File: src/design/dssq_pkg.sv
package dssq_pkg;

  // host register offsets (byte addresses)
  localparam logic [7:0] OFS_CTRL      = 8'h00;
  localparam logic [7:0] OFS_MAIN_BASE = 8'h04;
  localparam logic [7:0] OFS_FUSE_BASE = 8'h08;
  localparam logic [7:0] OFS_SRC_BASE  = 8'h0C;
  localparam logic [7:0] OFS_AUX_BASE  = 8'h10;
  localparam logic [7:0] OFS_PLL_BASE  = 8'h14;
  localparam logic [7:0] OFS_STATUS    = 8'h18;

  // control register fields
  localparam int CTRL_START_BIT  = 0;
  localparam int CTRL_STOP_BIT   = 1;
  localparam int CTRL_RESYNC_BIT = 2;
  localparam int CTRL_CFG_LSB    = 4;
  localparam int CTRL_CFG_MSB    = 9;

  // status register fields
  localparam int STAT_BUSY_BIT   = 0;
  localparam int STAT_TX_BIT     = 1;
  localparam int STAT_STATE_LSB  = 4;
  localparam int STAT_STATE_MSB  = 7;
  localparam int STAT_CNT_LSB    = 8;
  localparam int STAT_CNT_MSB    = 15;
  localparam int STAT_ALARM_LSB  = 16;
  localparam int STAT_ALARM_MSB  = 18;

  // device serial register addresses
  localparam logic [6:0] DEV_MAIN_CTRL = 7'h00;
  localparam logic [6:0] DEV_PLL_CTRL  = 7'h18;
  localparam logic [6:0] DEV_FUSE_CTRL = 7'h1B;
  localparam logic [6:0] DEV_SYNC_AUX  = 7'h1F;
  localparam logic [6:0] DEV_SYNC_SRC  = 7'h20;

  // device register fields
  localparam int FUSE_SLEEP_BIT    = 11;
  localparam int CLKDIV_SYNC_BIT   = 2;
  localparam int PLL_NDIVSYNC_BIT  = 11;
  localparam int FIFOIN_SEL_MSB    = 15;
  localparam int FIFOIN_SEL_LSB    = 12;
  localparam int FIFOOUT_SEL_MSB   = 11;
  localparam int FIFOOUT_SEL_LSB   = 8;
  localparam logic [3:0] SEL_NONE  = 4'h0;

  // timing
  localparam int CLK_PERIOD_NS  = 20;
  localparam int T_RST_LOW_NS   = 25;
  localparam int RST_CYC        = (T_RST_LOW_NS + CLK_PERIOD_NS - 1) / CLK_PERIOD_NS;
  localparam int T_RECOVER_NS   = 100;
  localparam int RECOVER_CYC    = (T_RECOVER_NS + CLK_PERIOD_NS - 1) / CLK_PERIOD_NS;
  localparam int SETTLE_CYC     = 8;
  localparam int PULSE_CYC      = 4;
  localparam int PERIOD_CYC     = 32;
  localparam int PERIODIC_COUNT = 4;
  localparam int SIF_HALF_CYC   = 2;
  localparam int SIF_WORD_BITS  = 24;
  localparam int ALARM_W        = 3;

  typedef struct packed {
    logic dual_mode;
    logic pll_mode;
    logic fifo_sync_off;
    logic periodic;
    logic pulse_strobe;
    logic pulse_sync;
  } dssq_cfg_t;

  typedef struct packed {
    logic [6:0]  addr;
    logic [15:0] data;
  } dssq_sif_req_t;

endpackage

File: src/design/dssq_host_seq.sv
// The implementer's own choices: strobed register access and the placing of the registers.
`timescale 1ns/1ps
// Operation
// - hold device reset low at least 25 ns before any serial programming.
// - program serial registers after reset, before sync source setup.
// - set fuse sleep bit 11 of fuse control register during start-up.
// - set main control bit 2 to enable clock divider sync.
// - in PLL mode set PLL control bit 11 for divider sync.
// - present all LVDS inputs together, then issue the sync pulse.
// - single-source mode uses one rising edge, never periodic sync.
// - dual-source mode may use one pulse or repeating sync.
// - single-source mode clears main control bit 2 before transmission.
// - dual-source mode may leave divider sync enabled.
// - writing 0000 to both pointer source fields stops FIFO resync.
// - clear PLL control bit 11 after the initial sync pulses.
// - transmission starts only when transmit enable is raised, last step.
// - clock loss or collision drops transmit enable and repeats sync steps.
// - converter clock may come before or after serial programming.
module dssq_host_seq (
  input  wire logic                                ref_clk,
  input  wire logic                                sys_rst,
  input  wire logic [7:0]                          reg_addr,
  input  wire logic [31:0]                         reg_wdata,
  input  wire logic                                reg_we,
  input  wire logic                                reg_re,
  output logic      [31:0]                         reg_rdata,
  input  wire logic [dssq_pkg::ALARM_W-1:0]        alarm_pins,
  output logic                                     active_low_device_reset,
  output logic                                     transmit_enable_pin,
  output logic                                     lvds_enable,
  output logic                                     lvds_sync_input,
  output logic                                     input_strobe,
  output logic                                     sif_clk,
  output logic                                     sif_enable_n,
  output logic                                     sif_data
);

  typedef enum logic [3:0] {
    ST_IDLE, ST_RST, ST_RECOVER, ST_W_FUSE, ST_W_SRC, ST_W_AUX, ST_W_MAIN,
    ST_W_PLL, ST_SYNC, ST_DIS_CLK, ST_DIS_FIFO, ST_DIS_PLL, ST_TX, ST_RUN
  } dssq_state_t;

  dssq_state_t               state_q;
  dssq_state_t               state_d;
  dssq_pkg::dssq_cfg_t       cfg_q;
  dssq_pkg::dssq_sif_req_t   req;
  logic                      is_write_st;
  logic                      skip_st;
  logic                      sent_q;
  logic                      req_valid;
  logic                      sif_busy;
  logic                      sif_done;
  logic [15:0]               main_base_q;
  logic [15:0]               fuse_base_q;
  logic [15:0]               src_base_q;
  logic [15:0]               aux_base_q;
  logic [15:0]               pll_base_q;
  logic [7:0]                wait_q;
  logic [3:0]                pulses_q;
  logic [7:0]                resync_cnt_q;
  logic [dssq_pkg::ALARM_W-1:0] alarm_s;
  logic [dssq_pkg::ALARM_W-1:0] alarm_flag_q;
  logic                      start_w;
  logic                      stop_w;
  logic                      resync_w;
  logic                      alarm_hit;
  logic                      sync_done;

  assign start_w  = reg_we && (reg_addr == dssq_pkg::OFS_CTRL)
                    && reg_wdata[dssq_pkg::CTRL_START_BIT];
  assign stop_w   = reg_we && (reg_addr == dssq_pkg::OFS_CTRL)
                    && reg_wdata[dssq_pkg::CTRL_STOP_BIT];
  assign resync_w = reg_we && (reg_addr == dssq_pkg::OFS_CTRL)
                    && reg_wdata[dssq_pkg::CTRL_RESYNC_BIT];
  assign alarm_hit = (alarm_s != '0);

  dssq_pin_sync #(
    .W (dssq_pkg::ALARM_W)
  ) u_alarm_sync (
    .ref_clk  (ref_clk),
    .sys_rst  (sys_rst),
    .pin_in   (alarm_pins),
    .pin_sync (alarm_s)
  );

  dssq_sif_writer u_sif (
    .ref_clk      (ref_clk),
    .sys_rst      (sys_rst),
    .req_valid    (req_valid),
    .req          (req),
    .busy         (sif_busy),
    .done         (sif_done),
    .sif_clk      (sif_clk),
    .sif_enable_n (sif_enable_n),
    .sif_data     (sif_data)
  );

  // software registers; config is frozen only by software, not by the sequencer
  always_ff @(posedge ref_clk or posedge sys_rst) begin
    if (sys_rst) begin
      cfg_q       <= '0;
      main_base_q <= 16'h0000;
      fuse_base_q <= 16'h0000;
      src_base_q  <= 16'h0000;
      aux_base_q  <= 16'h0000;
      pll_base_q  <= 16'h0000;
    end else if (reg_we) begin
      unique case (reg_addr)
        dssq_pkg::OFS_CTRL: begin
          cfg_q <= reg_wdata[dssq_pkg::CTRL_CFG_MSB:dssq_pkg::CTRL_CFG_LSB];
        end
        dssq_pkg::OFS_MAIN_BASE: main_base_q <= reg_wdata[15:0];
        dssq_pkg::OFS_FUSE_BASE: fuse_base_q <= reg_wdata[15:0];
        dssq_pkg::OFS_SRC_BASE:  src_base_q  <= reg_wdata[15:0];
        dssq_pkg::OFS_AUX_BASE:  aux_base_q  <= reg_wdata[15:0];
        dssq_pkg::OFS_PLL_BASE:  pll_base_q  <= reg_wdata[15:0];
        default: ;
      endcase
    end
  end

  // read data one cycle after the strobe; unmapped reads give zero
  always_ff @(posedge ref_clk or posedge sys_rst) begin
    if (sys_rst) begin
      reg_rdata <= 32'h0000_0000;
    end else if (reg_re) begin
      reg_rdata <= 32'h0000_0000;
      unique case (reg_addr)
        dssq_pkg::OFS_CTRL:      reg_rdata[dssq_pkg::CTRL_CFG_MSB:dssq_pkg::CTRL_CFG_LSB] <= cfg_q;
        dssq_pkg::OFS_MAIN_BASE: reg_rdata[15:0] <= main_base_q;
        dssq_pkg::OFS_FUSE_BASE: reg_rdata[15:0] <= fuse_base_q;
        dssq_pkg::OFS_SRC_BASE:  reg_rdata[15:0] <= src_base_q;
        dssq_pkg::OFS_AUX_BASE:  reg_rdata[15:0] <= aux_base_q;
        dssq_pkg::OFS_PLL_BASE:  reg_rdata[15:0] <= pll_base_q;
        dssq_pkg::OFS_STATUS: begin
          reg_rdata[dssq_pkg::STAT_BUSY_BIT] <= (state_q != ST_IDLE);
          reg_rdata[dssq_pkg::STAT_TX_BIT]   <= transmit_enable_pin;
          reg_rdata[dssq_pkg::STAT_STATE_MSB:dssq_pkg::STAT_STATE_LSB] <= state_q;
          reg_rdata[dssq_pkg::STAT_CNT_MSB:dssq_pkg::STAT_CNT_LSB]     <= resync_cnt_q;
          reg_rdata[dssq_pkg::STAT_ALARM_MSB:dssq_pkg::STAT_ALARM_LSB] <= alarm_flag_q;
        end
        default: ;
      endcase
    end
  end

  // serial word for each write step
  always_comb begin
    req         = '0;
    is_write_st = 1'b1;
    skip_st     = 1'b0;
    unique case (state_q)
      ST_W_FUSE: begin
        req.addr = dssq_pkg::DEV_FUSE_CTRL;
        req.data = fuse_base_q;
        req.data[dssq_pkg::FUSE_SLEEP_BIT] = 1'b1;
      end
      ST_W_SRC: begin
        req.addr = dssq_pkg::DEV_SYNC_SRC;
        req.data = src_base_q;
      end
      ST_W_AUX: begin
        req.addr = dssq_pkg::DEV_SYNC_AUX;
        req.data = aux_base_q;
      end
      ST_W_MAIN: begin
        req.addr = dssq_pkg::DEV_MAIN_CTRL;
        req.data = main_base_q;
        req.data[dssq_pkg::CLKDIV_SYNC_BIT] = 1'b1;
      end
      ST_W_PLL: begin
        req.addr = dssq_pkg::DEV_PLL_CTRL;
        req.data = pll_base_q;
        req.data[dssq_pkg::PLL_NDIVSYNC_BIT] = 1'b1;
        skip_st = !cfg_q.pll_mode;
      end
      // divider sync off in single mode
      ST_DIS_CLK: begin
        req.addr = dssq_pkg::DEV_MAIN_CTRL;
        req.data = main_base_q;
        req.data[dssq_pkg::CLKDIV_SYNC_BIT] = 1'b0;
        skip_st = cfg_q.dual_mode;
      end
      ST_DIS_FIFO: begin
        req.addr = dssq_pkg::DEV_SYNC_SRC;
        req.data = src_base_q;
        req.data[dssq_pkg::FIFOIN_SEL_MSB:dssq_pkg::FIFOIN_SEL_LSB]   = dssq_pkg::SEL_NONE;
        req.data[dssq_pkg::FIFOOUT_SEL_MSB:dssq_pkg::FIFOOUT_SEL_LSB] = dssq_pkg::SEL_NONE;
        skip_st = !cfg_q.fifo_sync_off;
      end
      ST_DIS_PLL: begin
        req.addr = dssq_pkg::DEV_PLL_CTRL;
        req.data = pll_base_q;
        req.data[dssq_pkg::PLL_NDIVSYNC_BIT] = 1'b0;
        skip_st = !cfg_q.pll_mode;
      end
      default: is_write_st = 1'b0;
    endcase
  end

  // serial writes only after the reset phase
  assign req_valid = is_write_st && !skip_st && !sent_q && !sif_busy;

  always_ff @(posedge ref_clk or posedge sys_rst) begin
    if (sys_rst) begin
      sent_q <= 1'b0;
    end else if (state_d != state_q) begin
      sent_q <= 1'b0;
    end else if (req_valid) begin
      sent_q <= 1'b1;
    end
  end

  // one pulse unless dual mode asks for a repeating sync
  // periodic allowed only in dual mode
  assign sync_done = (wait_q == 8'(dssq_pkg::PERIOD_CYC - 1))
                     && ((cfg_q.dual_mode && cfg_q.periodic)
                         ? (pulses_q == 4'(dssq_pkg::PERIODIC_COUNT)) : (pulses_q != 4'h0));

  always_comb begin
    state_d = state_q;
    unique case (state_q)
      ST_IDLE:     if (start_w) state_d = ST_RST;
      ST_RST:      if (wait_q == 8'(dssq_pkg::RST_CYC - 1)) state_d = ST_RECOVER;
      ST_RECOVER:  if (wait_q == 8'(dssq_pkg::RECOVER_CYC - 1)) state_d = ST_W_FUSE;
      ST_W_FUSE:   if (sif_done) state_d = ST_W_SRC;
      ST_W_SRC:    if (sif_done) state_d = ST_W_AUX;
      ST_W_AUX:    if (sif_done) state_d = ST_W_MAIN;
      ST_W_MAIN:   if (sif_done) state_d = ST_W_PLL;
      ST_W_PLL:    if (sif_done || skip_st) state_d = ST_SYNC;
      ST_SYNC:     if (sync_done) state_d = ST_DIS_CLK;
      ST_DIS_CLK:  if (sif_done || skip_st) state_d = ST_DIS_FIFO;
      ST_DIS_FIFO: if (sif_done || skip_st) state_d = ST_DIS_PLL;
      ST_DIS_PLL:  if (sif_done || skip_st) state_d = ST_TX;
      ST_TX:       state_d = ST_RUN;
      // resync from the sync configuration step
      ST_RUN:      if (alarm_hit || resync_w) state_d = ST_W_SRC;
    endcase
    if (stop_w) begin
      state_d = ST_IDLE;
    end
  end

  always_ff @(posedge ref_clk or posedge sys_rst) begin
    if (sys_rst) begin
      state_q <= ST_IDLE;
    end else begin
      state_q <= state_d;
    end
  end

  // shared wait counter and pulse count
  always_ff @(posedge ref_clk or posedge sys_rst) begin
    if (sys_rst) begin
      wait_q   <= 8'h00;
      pulses_q <= 4'h0;
    end else if (state_d != state_q) begin
      wait_q   <= 8'h00;
      pulses_q <= 4'h0;
    end else if (state_q == ST_SYNC && wait_q == 8'(dssq_pkg::PERIOD_CYC - 1)) begin
      wait_q   <= 8'h00;
      pulses_q <= pulses_q + 4'h1;
    end else begin
      wait_q <= wait_q + 8'h01;
    end
  end

  always_ff @(posedge ref_clk or posedge sys_rst) begin
    if (sys_rst) begin
      active_low_device_reset <= 1'b1;
    end else begin
      active_low_device_reset <= (state_d != ST_RST);
    end
  end

  // lvds inputs up together before the first pulse; settle, then pulse
  always_ff @(posedge ref_clk or posedge sys_rst) begin
    if (sys_rst) begin
      lvds_enable     <= 1'b0;
      lvds_sync_input <= 1'b0;
      input_strobe    <= 1'b0;
    end else begin
      if (state_d == ST_IDLE) begin
        lvds_enable <= 1'b0;
      end else if (state_d == ST_SYNC) begin
        lvds_enable <= 1'b1;
      end
      // a periodic run stops at its count, else the last window would add a fifth pulse
      if (state_q == ST_SYNC && wait_q == 8'(dssq_pkg::SETTLE_CYC - 1)
          && ((cfg_q.dual_mode && cfg_q.periodic)
              ? (pulses_q < 4'(dssq_pkg::PERIODIC_COUNT)) : (pulses_q == 4'h0))) begin
        lvds_sync_input <= cfg_q.pulse_sync;
        input_strobe    <= cfg_q.pulse_strobe;
      end else if (wait_q == 8'(dssq_pkg::SETTLE_CYC + dssq_pkg::PULSE_CYC - 1)
                   || state_q != ST_SYNC) begin
        lvds_sync_input <= 1'b0;
        input_strobe    <= 1'b0;
      end
    end
  end

  // transmit enable as the final step
  // low through reset, programming and sync
  always_ff @(posedge ref_clk or posedge sys_rst) begin
    if (sys_rst) begin
      transmit_enable_pin <= 1'b0;
    end else begin
      transmit_enable_pin <= (state_d == ST_RUN);
    end
  end

  // sticky alarms; set wins over a software write-one clear
  always_ff @(posedge ref_clk or posedge sys_rst) begin
    if (sys_rst) begin
      alarm_flag_q <= '0;
      resync_cnt_q <= 8'h00;
    end else begin
      if (reg_we && reg_addr == dssq_pkg::OFS_STATUS) begin
        alarm_flag_q <= (alarm_flag_q
                         & ~reg_wdata[dssq_pkg::STAT_ALARM_MSB:dssq_pkg::STAT_ALARM_LSB])
                        | alarm_s;
      end else begin
        alarm_flag_q <= alarm_flag_q | alarm_s;
      end
      if (state_q == ST_RUN && state_d == ST_W_SRC) begin
        resync_cnt_q <= resync_cnt_q + 8'h01;
      end
    end
  end

  AST_RST_WIDTH: assert property (@(posedge ref_clk) disable iff (sys_rst)
    $fell(active_low_device_reset) |-> !active_low_device_reset[*2])
    else $error("device reset pulse too short");

  AST_NO_SIF_IN_RESET: assert property (@(posedge ref_clk) disable iff (sys_rst)
    !active_low_device_reset |-> sif_enable_n)
    else $error("serial write during device reset");

  AST_FUSE_SLEEP: assert property (@(posedge ref_clk) disable iff (sys_rst)
    (req_valid && state_q == ST_W_FUSE) |-> req.data[11])
    else $error("fuse sleep bit not set");

  AST_CLKDIV_ON: assert property (@(posedge ref_clk) disable iff (sys_rst)
    (req_valid && state_q == ST_W_MAIN) |-> req.data[2])
    else $error("divider sync not enabled");

  AST_PLL_ON: assert property (@(posedge ref_clk) disable iff (sys_rst)
    (state_q == ST_W_PLL && cfg_q.pll_mode) |-> ##[0:2] (req_valid && req.data[11]) || sent_q)
    else $error("pll divider sync not enabled");

  AST_PULSE_LVDS: assert property (@(posedge ref_clk) disable iff (sys_rst)
    $rose(lvds_sync_input) |-> $past(lvds_enable, 7))
    else $error("sync pulse before lvds inputs up");

  AST_SINGLE_EDGE: assert property (@(posedge ref_clk) disable iff (sys_rst)
    ($rose(lvds_sync_input) && !cfg_q.dual_mode) |-> pulses_q == 4'h0)
    else $error("repeated sync in single source mode");

  AST_CLKDIV_OFF: assert property (@(posedge ref_clk) disable iff (sys_rst)
    (state_q == ST_SYNC && state_d == ST_DIS_CLK && !cfg_q.dual_mode)
    |-> ##[1:3] (req_valid && !req.data[2]))
    else $error("divider sync not cleared");

  AST_FIFO_OFF: assert property (@(posedge ref_clk) disable iff (sys_rst)
    (req_valid && state_q == ST_DIS_FIFO) |-> req.data[15:8] == 8'h00)
    else $error("fifo selectors not cleared");

  AST_PLL_OFF: assert property (@(posedge ref_clk) disable iff (sys_rst)
    (req_valid && state_q == ST_DIS_PLL) |-> !req.data[11])
    else $error("pll divider sync not cleared");

  AST_TX_ONLY_RUN: assert property (@(posedge ref_clk) disable iff (sys_rst)
    transmit_enable_pin |-> (state_q == ST_RUN) && sif_enable_n && !lvds_sync_input)
    else $error("transmit enable outside run");

  AST_ALARM_DROP: assert property (@(posedge ref_clk) disable iff (sys_rst)
    (state_q == ST_RUN && alarm_hit && !stop_w) |=> !transmit_enable_pin && state_q == ST_W_SRC)
    else $error("alarm did not drop transmit enable");

endmodule

File: src/design/dssq_pin_sync.sv
`timescale 1ns/1ps
module dssq_pin_sync #(
  parameter int W = 1
) (
  input  wire logic         ref_clk,
  input  wire logic         sys_rst,
  input  wire logic [W-1:0] pin_in,
  output logic      [W-1:0] pin_sync
);

  logic [W-1:0] meta_q;

  // two flops per bit, first one read only by the second
  for (genvar i = 0; i < W; i++) begin : g_bit
    always_ff @(posedge ref_clk or posedge sys_rst) begin
      if (sys_rst) begin
        meta_q[i]   <= 1'b0;
        pin_sync[i] <= 1'b0;
      end else begin
        meta_q[i]   <= pin_in[i];
        pin_sync[i] <= meta_q[i];
      end
    end
  end

endmodule

File: src/design/dssq_sif_writer.sv
`timescale 1ns/1ps
module dssq_sif_writer (
  input  wire logic                   ref_clk,
  input  wire logic                   sys_rst,
  input  wire logic                   req_valid,
  input  wire dssq_pkg::dssq_sif_req_t req,
  output logic                        busy,
  output logic                        done,
  output logic                        sif_clk,
  output logic                        sif_enable_n,
  output logic                        sif_data
);

  logic [7:0]  div_q;
  logic [4:0]  bit_q;
  logic [23:0] shift_q;

  assign sif_data = shift_q[23];

  // sclk from a divider: data moves on the fall, device samples on the rise
  always_ff @(posedge ref_clk or posedge sys_rst) begin
    if (sys_rst) begin
      busy         <= 1'b0;
      done         <= 1'b0;
      sif_clk      <= 1'b0;
      sif_enable_n <= 1'b1;
      div_q        <= 8'h00;
      bit_q        <= 5'h00;
      shift_q      <= 24'h00_0000;
    end else begin
      done <= 1'b0;
      if (!busy) begin
        if (req_valid) begin
          busy         <= 1'b1;
          sif_enable_n <= 1'b0;
          sif_clk      <= 1'b0;
          div_q        <= 8'h00;
          bit_q        <= 5'h00;
          shift_q      <= {1'b0, req.addr, req.data};
        end
      end else if (div_q == 8'(dssq_pkg::SIF_HALF_CYC - 1)) begin
        div_q <= 8'h00;
        if (!sif_clk) begin
          sif_clk <= 1'b1;
        end else begin
          sif_clk <= 1'b0;
          if (bit_q == 5'(dssq_pkg::SIF_WORD_BITS - 1)) begin
            busy         <= 1'b0;
            done         <= 1'b1;
            sif_enable_n <= 1'b1;
          end else begin
            bit_q   <= bit_q + 5'h01;
            shift_q <= {shift_q[22:0], 1'b0};
          end
        end
      end else begin
        div_q <= div_q + 8'h01;
      end
    end
  end

endmodule

File: config.mk
export PLATFORM = sky130hd
export DESIGN_NAME = dssq_host_seq
export DESIGN_NICKNAME = d
export VERILOG_FILES = /design/src/design/dssq_pkg.sv /design/src/design/dssq_host_seq.sv /design/src/design/dssq_pin_sync.sv /design/src/design/dssq_sif_writer.sv
export SDC_FILE = /design/constraint.sdc
export NUM_CORES = 1
export LEC_CHECK = 0
export BUFFER_PORTS_ARGS = -buffer_cell sky130_fd_sc_hd__buf_4
export CAP_MARGIN = 20
export CELL_PAD_IN_SITES_DETAIL_PLACEMENT = 0
export CELL_PAD_IN_SITES_GLOBAL_PLACEMENT = 1
export CORE_MARGIN = 2
export CORE_UTILIZATION = 51
export DETAILED_ROUTE_END_ITERATION = 16
export PLACE_DENSITY_LB_ADDON = 0.2
export SETUP_SLACK_MARGIN = 0.5
export SYNTH_ARGS = -nofsm -noshare
export SYNTH_HDL_FRONTEND = slang
export SYNTH_SLANG_ARGS = --single-unit
File: constraint.sdc
create_clock -name ref_clk -period 11 [get_ports ref_clk]
set_input_delay 1.65 -clock ref_clk [delete_from_list [all_inputs] [get_ports ref_clk]]
set_output_delay 1.65 -clock ref_clk [all_outputs]
set_load 0.01 [all_outputs]
; ---- Word level (Yosys, flattened, before mapping)
; Cells that the tools add are included.
[classes]
add_sub_neg = 5
multipliers = 0
n_div = 0
magnitude_cmp = 1
eq_ne = 37
n_shift = 0
mux = 67
n_bitwise = 4
n_reduce_logical = 45
[op_table]
columns = cell, count
row1 = 22-bit case mux with 8 select lines, 1
row2 = 24-bit 2-to-1 mux, 5
row3 = 4-bit 2-to-1 mux, 16
row4 = 4-bit case mux with 14 select lines, 1
row5 = 6-bit case mux with 7 select lines, 1
row6 = 8-bit 2-to-1 mux, 5
row7 = 6-bit case mux with 6 select lines, 1
row8 = "4-bit == test, second input constant", 8
row9 = "8-bit by 5-bit == test with 1-bit output, second input constant", 4
row10 = 1-bit 2-to-1 mux, 27
row11 = 5-bit 2-to-1 mux, 5
row12 = "8-bit by 1-bit adder with 8-bit output, second input constant", 3
row13 = "4-bit by 3-bit == test with 1-bit output, second input constant", 6
row14 = "8-bit by 3-bit == test with 1-bit output, second input constant", 3
row15 = "8-bit by 4-bit == test with 1-bit output, second input constant", 3
row16 = "8-bit by 1-bit == test with 1-bit output, second input constant", 2
row17 = 1-bit logical AND, 14
row18 = 2-bit AND reduction, 7
row19 = 4-bit logical NOT, 3
row20 = 2-bit case mux with 6 select lines, 1
row21 = 2-bit case mux with 5 select lines, 1
row22 = 2-bit nonzero test, 5
row23 = "4-bit by 2-bit == test with 1-bit output, second input constant", 2
row24 = 8-bit logical NOT, 1
row25 = other kinds (21), 34
[totals]
regBits = 185
latch_bits = 0
ramBits = 0
mem_bits_ro = 0
inputBits = 47
out_inout_bits = 40
mem_count = 0

; ---- Logic depth before layout (Yosys ltp)
[logic_depth]
word_depth = 10
ltp_mapped = 10

; ---- Hierarchy
; A second synthesis with hierarchy kept.
[unflattened]
cells_unflattened = 872
hier_area_um2 = 9392.8
[by_module_without_submodules]
columns = module, instances, cells_per_inst, area_per_inst_um2, seq_area_each_um2
row1 = dssq_host_seq, 1, 671, 7120.6, 3454.6
row2 = dssq_sif_writer, 1, 194, 2118.3, 1027.2
row3 = dssq_pin_sync, 1, 7, 153.9, 150.1

; ---- Least setup slack after synthesis
; No wires, ideal clock.
[synth_path]
path_type = input-to-reg
from = input port reg_addr[2]
to = register pulses_q[1]
setup_ns = 0.086
arrival_ns = 3.516
t_required_ns = 10.914
path_slack_ns = 7.398
stages = 8
cell_sequence = nor4_4 nand2_1 nor2_2 mux2_2 a21oi_1 o2111ai_2 buf_6 nor3_1
[synth_via]
elab_chain_cells = 9
elab_cells_between_ends = 13
classes_between = eq/ne (1) / mux (5) / reduce/logical (7)
[synth_lines]
columns = element, line
row1 = from (decl), dssq_host_seq.sv:22  ; input wire logic [7:0] reg_addr,
row2 = 8-bit logical NOT (*), "dssq_host_seq.sv:69, dssq_host_seq.sv:71, dssq_host_seq.sv:73"
row3 = 1-bit logical AND (*), "dssq_host_seq.sv:69, dssq_host_seq.sv:71, dssq_host_seq.sv:73"
row4 = 1-bit logical AND, dssq_host_seq.sv:74  ; && reg_wdata[dssq_pkg::CTRL_RESYNC_BIT];
row5 = 1-bit logical OR, dssq_host_seq.sv:237  ; ST_RUN: if (alarm_hit || resync_w) state_d = ST_W_SRC;
row6 = 4-bit 2-to-1 mux, dssq_host_seq.sv:237
row7 = 4-bit case mux with 14 select lines, dssq_host_seq.sv:222  ; unique case (state_q)
row8 = 4-bit 2-to-1 mux (*), dssq_host_seq.sv:239  ; if (stop_w) begin
row9 = 4-bit != test (*), dssq_host_seq.sv:257  ; end else if (state_d != state_q) begin
row10 = 4-bit 2-to-1 mux or 2-bit nonzero test (tied branches), --
row11 = to (signal assigned), dssq_host_seq.sv:262  ; pulses_q <= pulses_q + 4'h1;
row12 = to (decl), dssq_host_seq.sv:59  ; logic [3:0] pulses_q;
; Every way passes the cells marked *; elsewhere a longest branch is shown, timed or not.
; A chain may end at the register's enable or synchronous reset.

; ---- Worst setup path after layout
[layout_path]
from = input port reg_addr[2]
to = register wait_q[3]
[layout_via]
elab_chain_cells = 9
elab_cells_between_ends = 12
classes_between = eq/ne (1) / mux (5) / reduce/logical (6)
[layout_lines]
columns = element, line
row1 = 8-bit logical NOT (*), "dssq_host_seq.sv:69, dssq_host_seq.sv:71, dssq_host_seq.sv:73"
row2 = 1-bit logical AND (*), "dssq_host_seq.sv:69, dssq_host_seq.sv:71, dssq_host_seq.sv:73"
row3 = 1-bit logical AND, dssq_host_seq.sv:74
row4 = 1-bit logical OR, dssq_host_seq.sv:237
row5 = 4-bit 2-to-1 mux, dssq_host_seq.sv:237
row6 = 4-bit case mux with 14 select lines, dssq_host_seq.sv:222
row7 = 4-bit 2-to-1 mux (*), dssq_host_seq.sv:239
row8 = 4-bit != test (*), dssq_host_seq.sv:257
row9 = 8-bit 2-to-1 mux (*), dssq_host_seq.sv:257
row10 = to (signal assigned), dssq_host_seq.sv:264  ; wait_q <= wait_q + 8'h01;
row11 = to (decl), dssq_host_seq.sv:58  ; logic [7:0] wait_q;
; Marked as above.

==> results.md <==
- Status: completed
- Gr usage total: 0.260
- Int Pwr: 0.00135 W
- Total Power: 0.00216 W
- Final setup TNS: 0 ns
- Net Switching: just over 0.0008 W
- Commonest non-fill, non-tap cells in the layout: dfrtp_1, mux2_2, buf_4, a21oi_1, nand2_1
- Hold Fails Final Rpt: 0
- Post-CTS Setup Inserts: 0
- Max frequency: 0.246 GHz
- Routed wire per std cell: 21.6 um
- Reg power frac: 0.406
- Post-synth EDFFs: 0
- TritonRoute pass-1 iters: 6
- Dpl hpwl: 15.6 mm
- Clk_skew: 0.0124 ns
- H-tree depth: 4
- Synthesized instance count: 858
- WP data required: between 10 and 15 ns
- Clock power frac: 0.289
- CP peak stage delay: approximately 0.47 ns
- DIE HEIGHT: ~140 um
- Worst slack, placed: 6.42 ns
- CTS Root Cell: clkbuf_16
- Fin util: 0.587
- Clk slew on worst S/H paths: 0.08 ns
- Die Wd: 140 um
- Mean area per synthesized cell: 10.9 um2
- Clk Latency, worst-skew pair: 0.45 ns
- Layout cell share with drive strength beyond 1: 0.252
- Final setup fails: 0
- Worst Hold Class: reg -> reg
- Commonest non-fill, non-tap cell in the layout: dfrtp_1
- ANT nets after route: 0
- Die area: 19500 um2
- Post-DR vias/cell: 6.29
- Final wirelength: 24.6 mm
- Yosys warns: 0
- Final WS setup: approximately 6.9 ns
- Cell variety after synth: 77
- Flops & latches, synth: between 150 and 200
- Pleak: 4.71 nW
- Worst-path maximum fanout: 13
- First-pass GRT wire length: 39.7 mm
- CTS tree: built
- Sw Ratio: 0.374
- Crit end category: flop
- Io pins: 87
- CTS Hold Bufs: 0
- Layout area overhead: 12.7%
- Maximum VDD drop: 0.155 mV
- Power Dens Cells: 204 nW/um2
- DP Area: around 10000 um2
- Slowest cell on the critical path: nor2_2
- Slew @ Worst Pin: around 1.1 ns
- Fin area: 10600 um2
- Vias in the first global route: 7268
- Cell Area, Synth: 9390 um2
- Fin nets: 956
- DRC Markers: 0
- Initial Util: 0.521
- Type of origin of the critical path: input port
- Setup CP Type: in -> reg
- Fillers: 1570
- Crit path DAT: roughly 4.4 ns
- Post-CTS Resized: 0
- Total of max-cap violations: 0
- Antenna cells: 0
- Starting DRT DRC Count: 585
- Comb power frac: 0.305
- Clock Path Buffers: 2
- Gpl congestion: between 0.8 and 0.9
- Largest net degree at the start of global routing: 100
- Worst slew margin: 0.231
- Port Buffers: 60
- Sequential area share after synthesis: 0.494
- Vias: a little over 7000
- Reg2reg setup slack: around 7.4 ns
- RSZ-0062 raised after global routing: false
- Core area: approximately 18000 um2
- Cell Chain, Critical Path: buf_4 > nor4_4 > nand2_1 > nor2_2 > mux2_2 > a21oi_1 > o2111ai_2 > nor4_1
- Ys async rst share: 1.00
- Dominant synthesized flop cell: dfrtp_1
- # rows: 49
- Period utilization: 0.370
- Final min period: 4.07 ns
- Max-slew violations: 0
- CTS sink cnt: 185
- Inserted Clock Buffers: 17
- Initial antenna violation count: 0
- Total congestion overflow: 0
[per-layer routing]
layer,vias to the layer above,GRT usage,wire length [um]
met3,30,0.0537,1380
met5,-,0,0
met2,248,0.419,11900
met1,3674,0.353,11000
met4,0,0.0868,371
li1,3224,-,-
[state kept, by name (all words and copies together), names as in the netlist, 6 cells and up]
| name | count |
|---|---|
| wait_q | 8 |
| cfg_q | 6 |
| u_sif.div_q | 8 |
| reg_rdata | 19 |
| fuse_base_q | 16 |
| aux_base_q | 16 |
| resync_cnt_q | 8 |
| main_base_q | 16 |
| src_base_q | 16 |
| pll_base_q | 16 |
| u_sif.shift_q | 24 |
[critical path, delay by kind of cell]
family / cells / cell delay (ns)
muxes: 1 / 0.39
buffers and inverters: 1 / 0.14
AOI/OAI and AO/OA: 2 / 0.56
and+or+nand+nor: 4 / 1.66
[synthesized netlist by cell type (all sizes together), types with 7 or more instances]
cell type	n	area, um2
nand4	10	62.6
nand3	11	60.1
and3	11	73.8
nand2	61	229
nor4	9	86.3
a22oi	9	67.6
xor2	15	131
clkbuf	27	101
nor2	58	220
nand2b	11	68.8
a222oi	14	140
o21ai	30	154
a211oi	7	77.6
ha	9	113
nor3	19	115
a21oi	62	310
buf	34	218
mux2	97	1090
inv	23	86.3
dfrtp	183	4580
a31oi	9	56.3
o22ai	25	156
a221oi	15	131
mux2i	30	300
[area by class of cell]
| class | instances | area [um2] | area share |
|---|---|---|---|
| Clock buffer | 17 | 425 | 0.0402 |
| Clock inverter | 14 | 176 | 0.0167 |
| Inverter | 23 | 91.3 | 0.00863 |
| Multi-Input combinational cell | 601 | 4410 | 0.417 |
| Sequential cell | 185 | 4630 | 0.438 |
| Tap cell | 229 | 287 | 0.0271 |
| Timing Repair Buffer | 72 | 561 | 0.0530 |
[kinds of logic (layout without fill, tap and decap cells)]
kind of cell	Yosys count	count (layout)	share of synthesized area
xor+xnor	21	21	0.0196
mux	127	127	0.148
buf+inv	84	126	0.0432
compound gates	207	207	0.152
simple gates	223	223	0.130
flops	185	185	0.494
fa+ha+maj	10	10	0.0131
other cells	1	13	0.000400
[per-stage QoR]
| step | hold slack (ns) | cells |
|---|---|---|
| after floorplan | 0.331 | 870 |
| after global placement | 0.335 | 1108 |
| after detailed placement | 0.335 | 1108 |
| after CTS | 0.353 | 1139 |
| after global routing | 0.361 | 1141 |
| final | 0.350 | 1141 |
[power by group through the flow]
stage	clock network [W]	logic [W]	registers, W
3_3_place_gp	0	0.000633	0.000884
2_1_floorplan	0	0.000520	0.000846
6_report	0.000626	0.000659	0.000879
4_1_cts	0.000636	0.000652	0.000876
3_5_place_dp	0	0.000649	0.000888
5_1_grt	0.000660	0.000719	0.000891
[final timing paths]
path / cells past startpoint / start / to
max reg2reg: 8 / state_q[3] / u_sif.bit_q[4]
min in group asynchronous: 2 / sys_rst / src_base_q[6]
min reg2reg: 0 / u_alarm_sync.meta_q[0] / u_alarm_sync.pin_sync[0]
max: 8 / reg_addr[2] / wait_q[3]
max in group asynchronous: 4 / sys_rst / resync_cnt_q[7]
min: 0 / u_alarm_sync.meta_q[0] / u_alarm_sync.pin_sync[0]
Power figures use the tool's default switching activity.
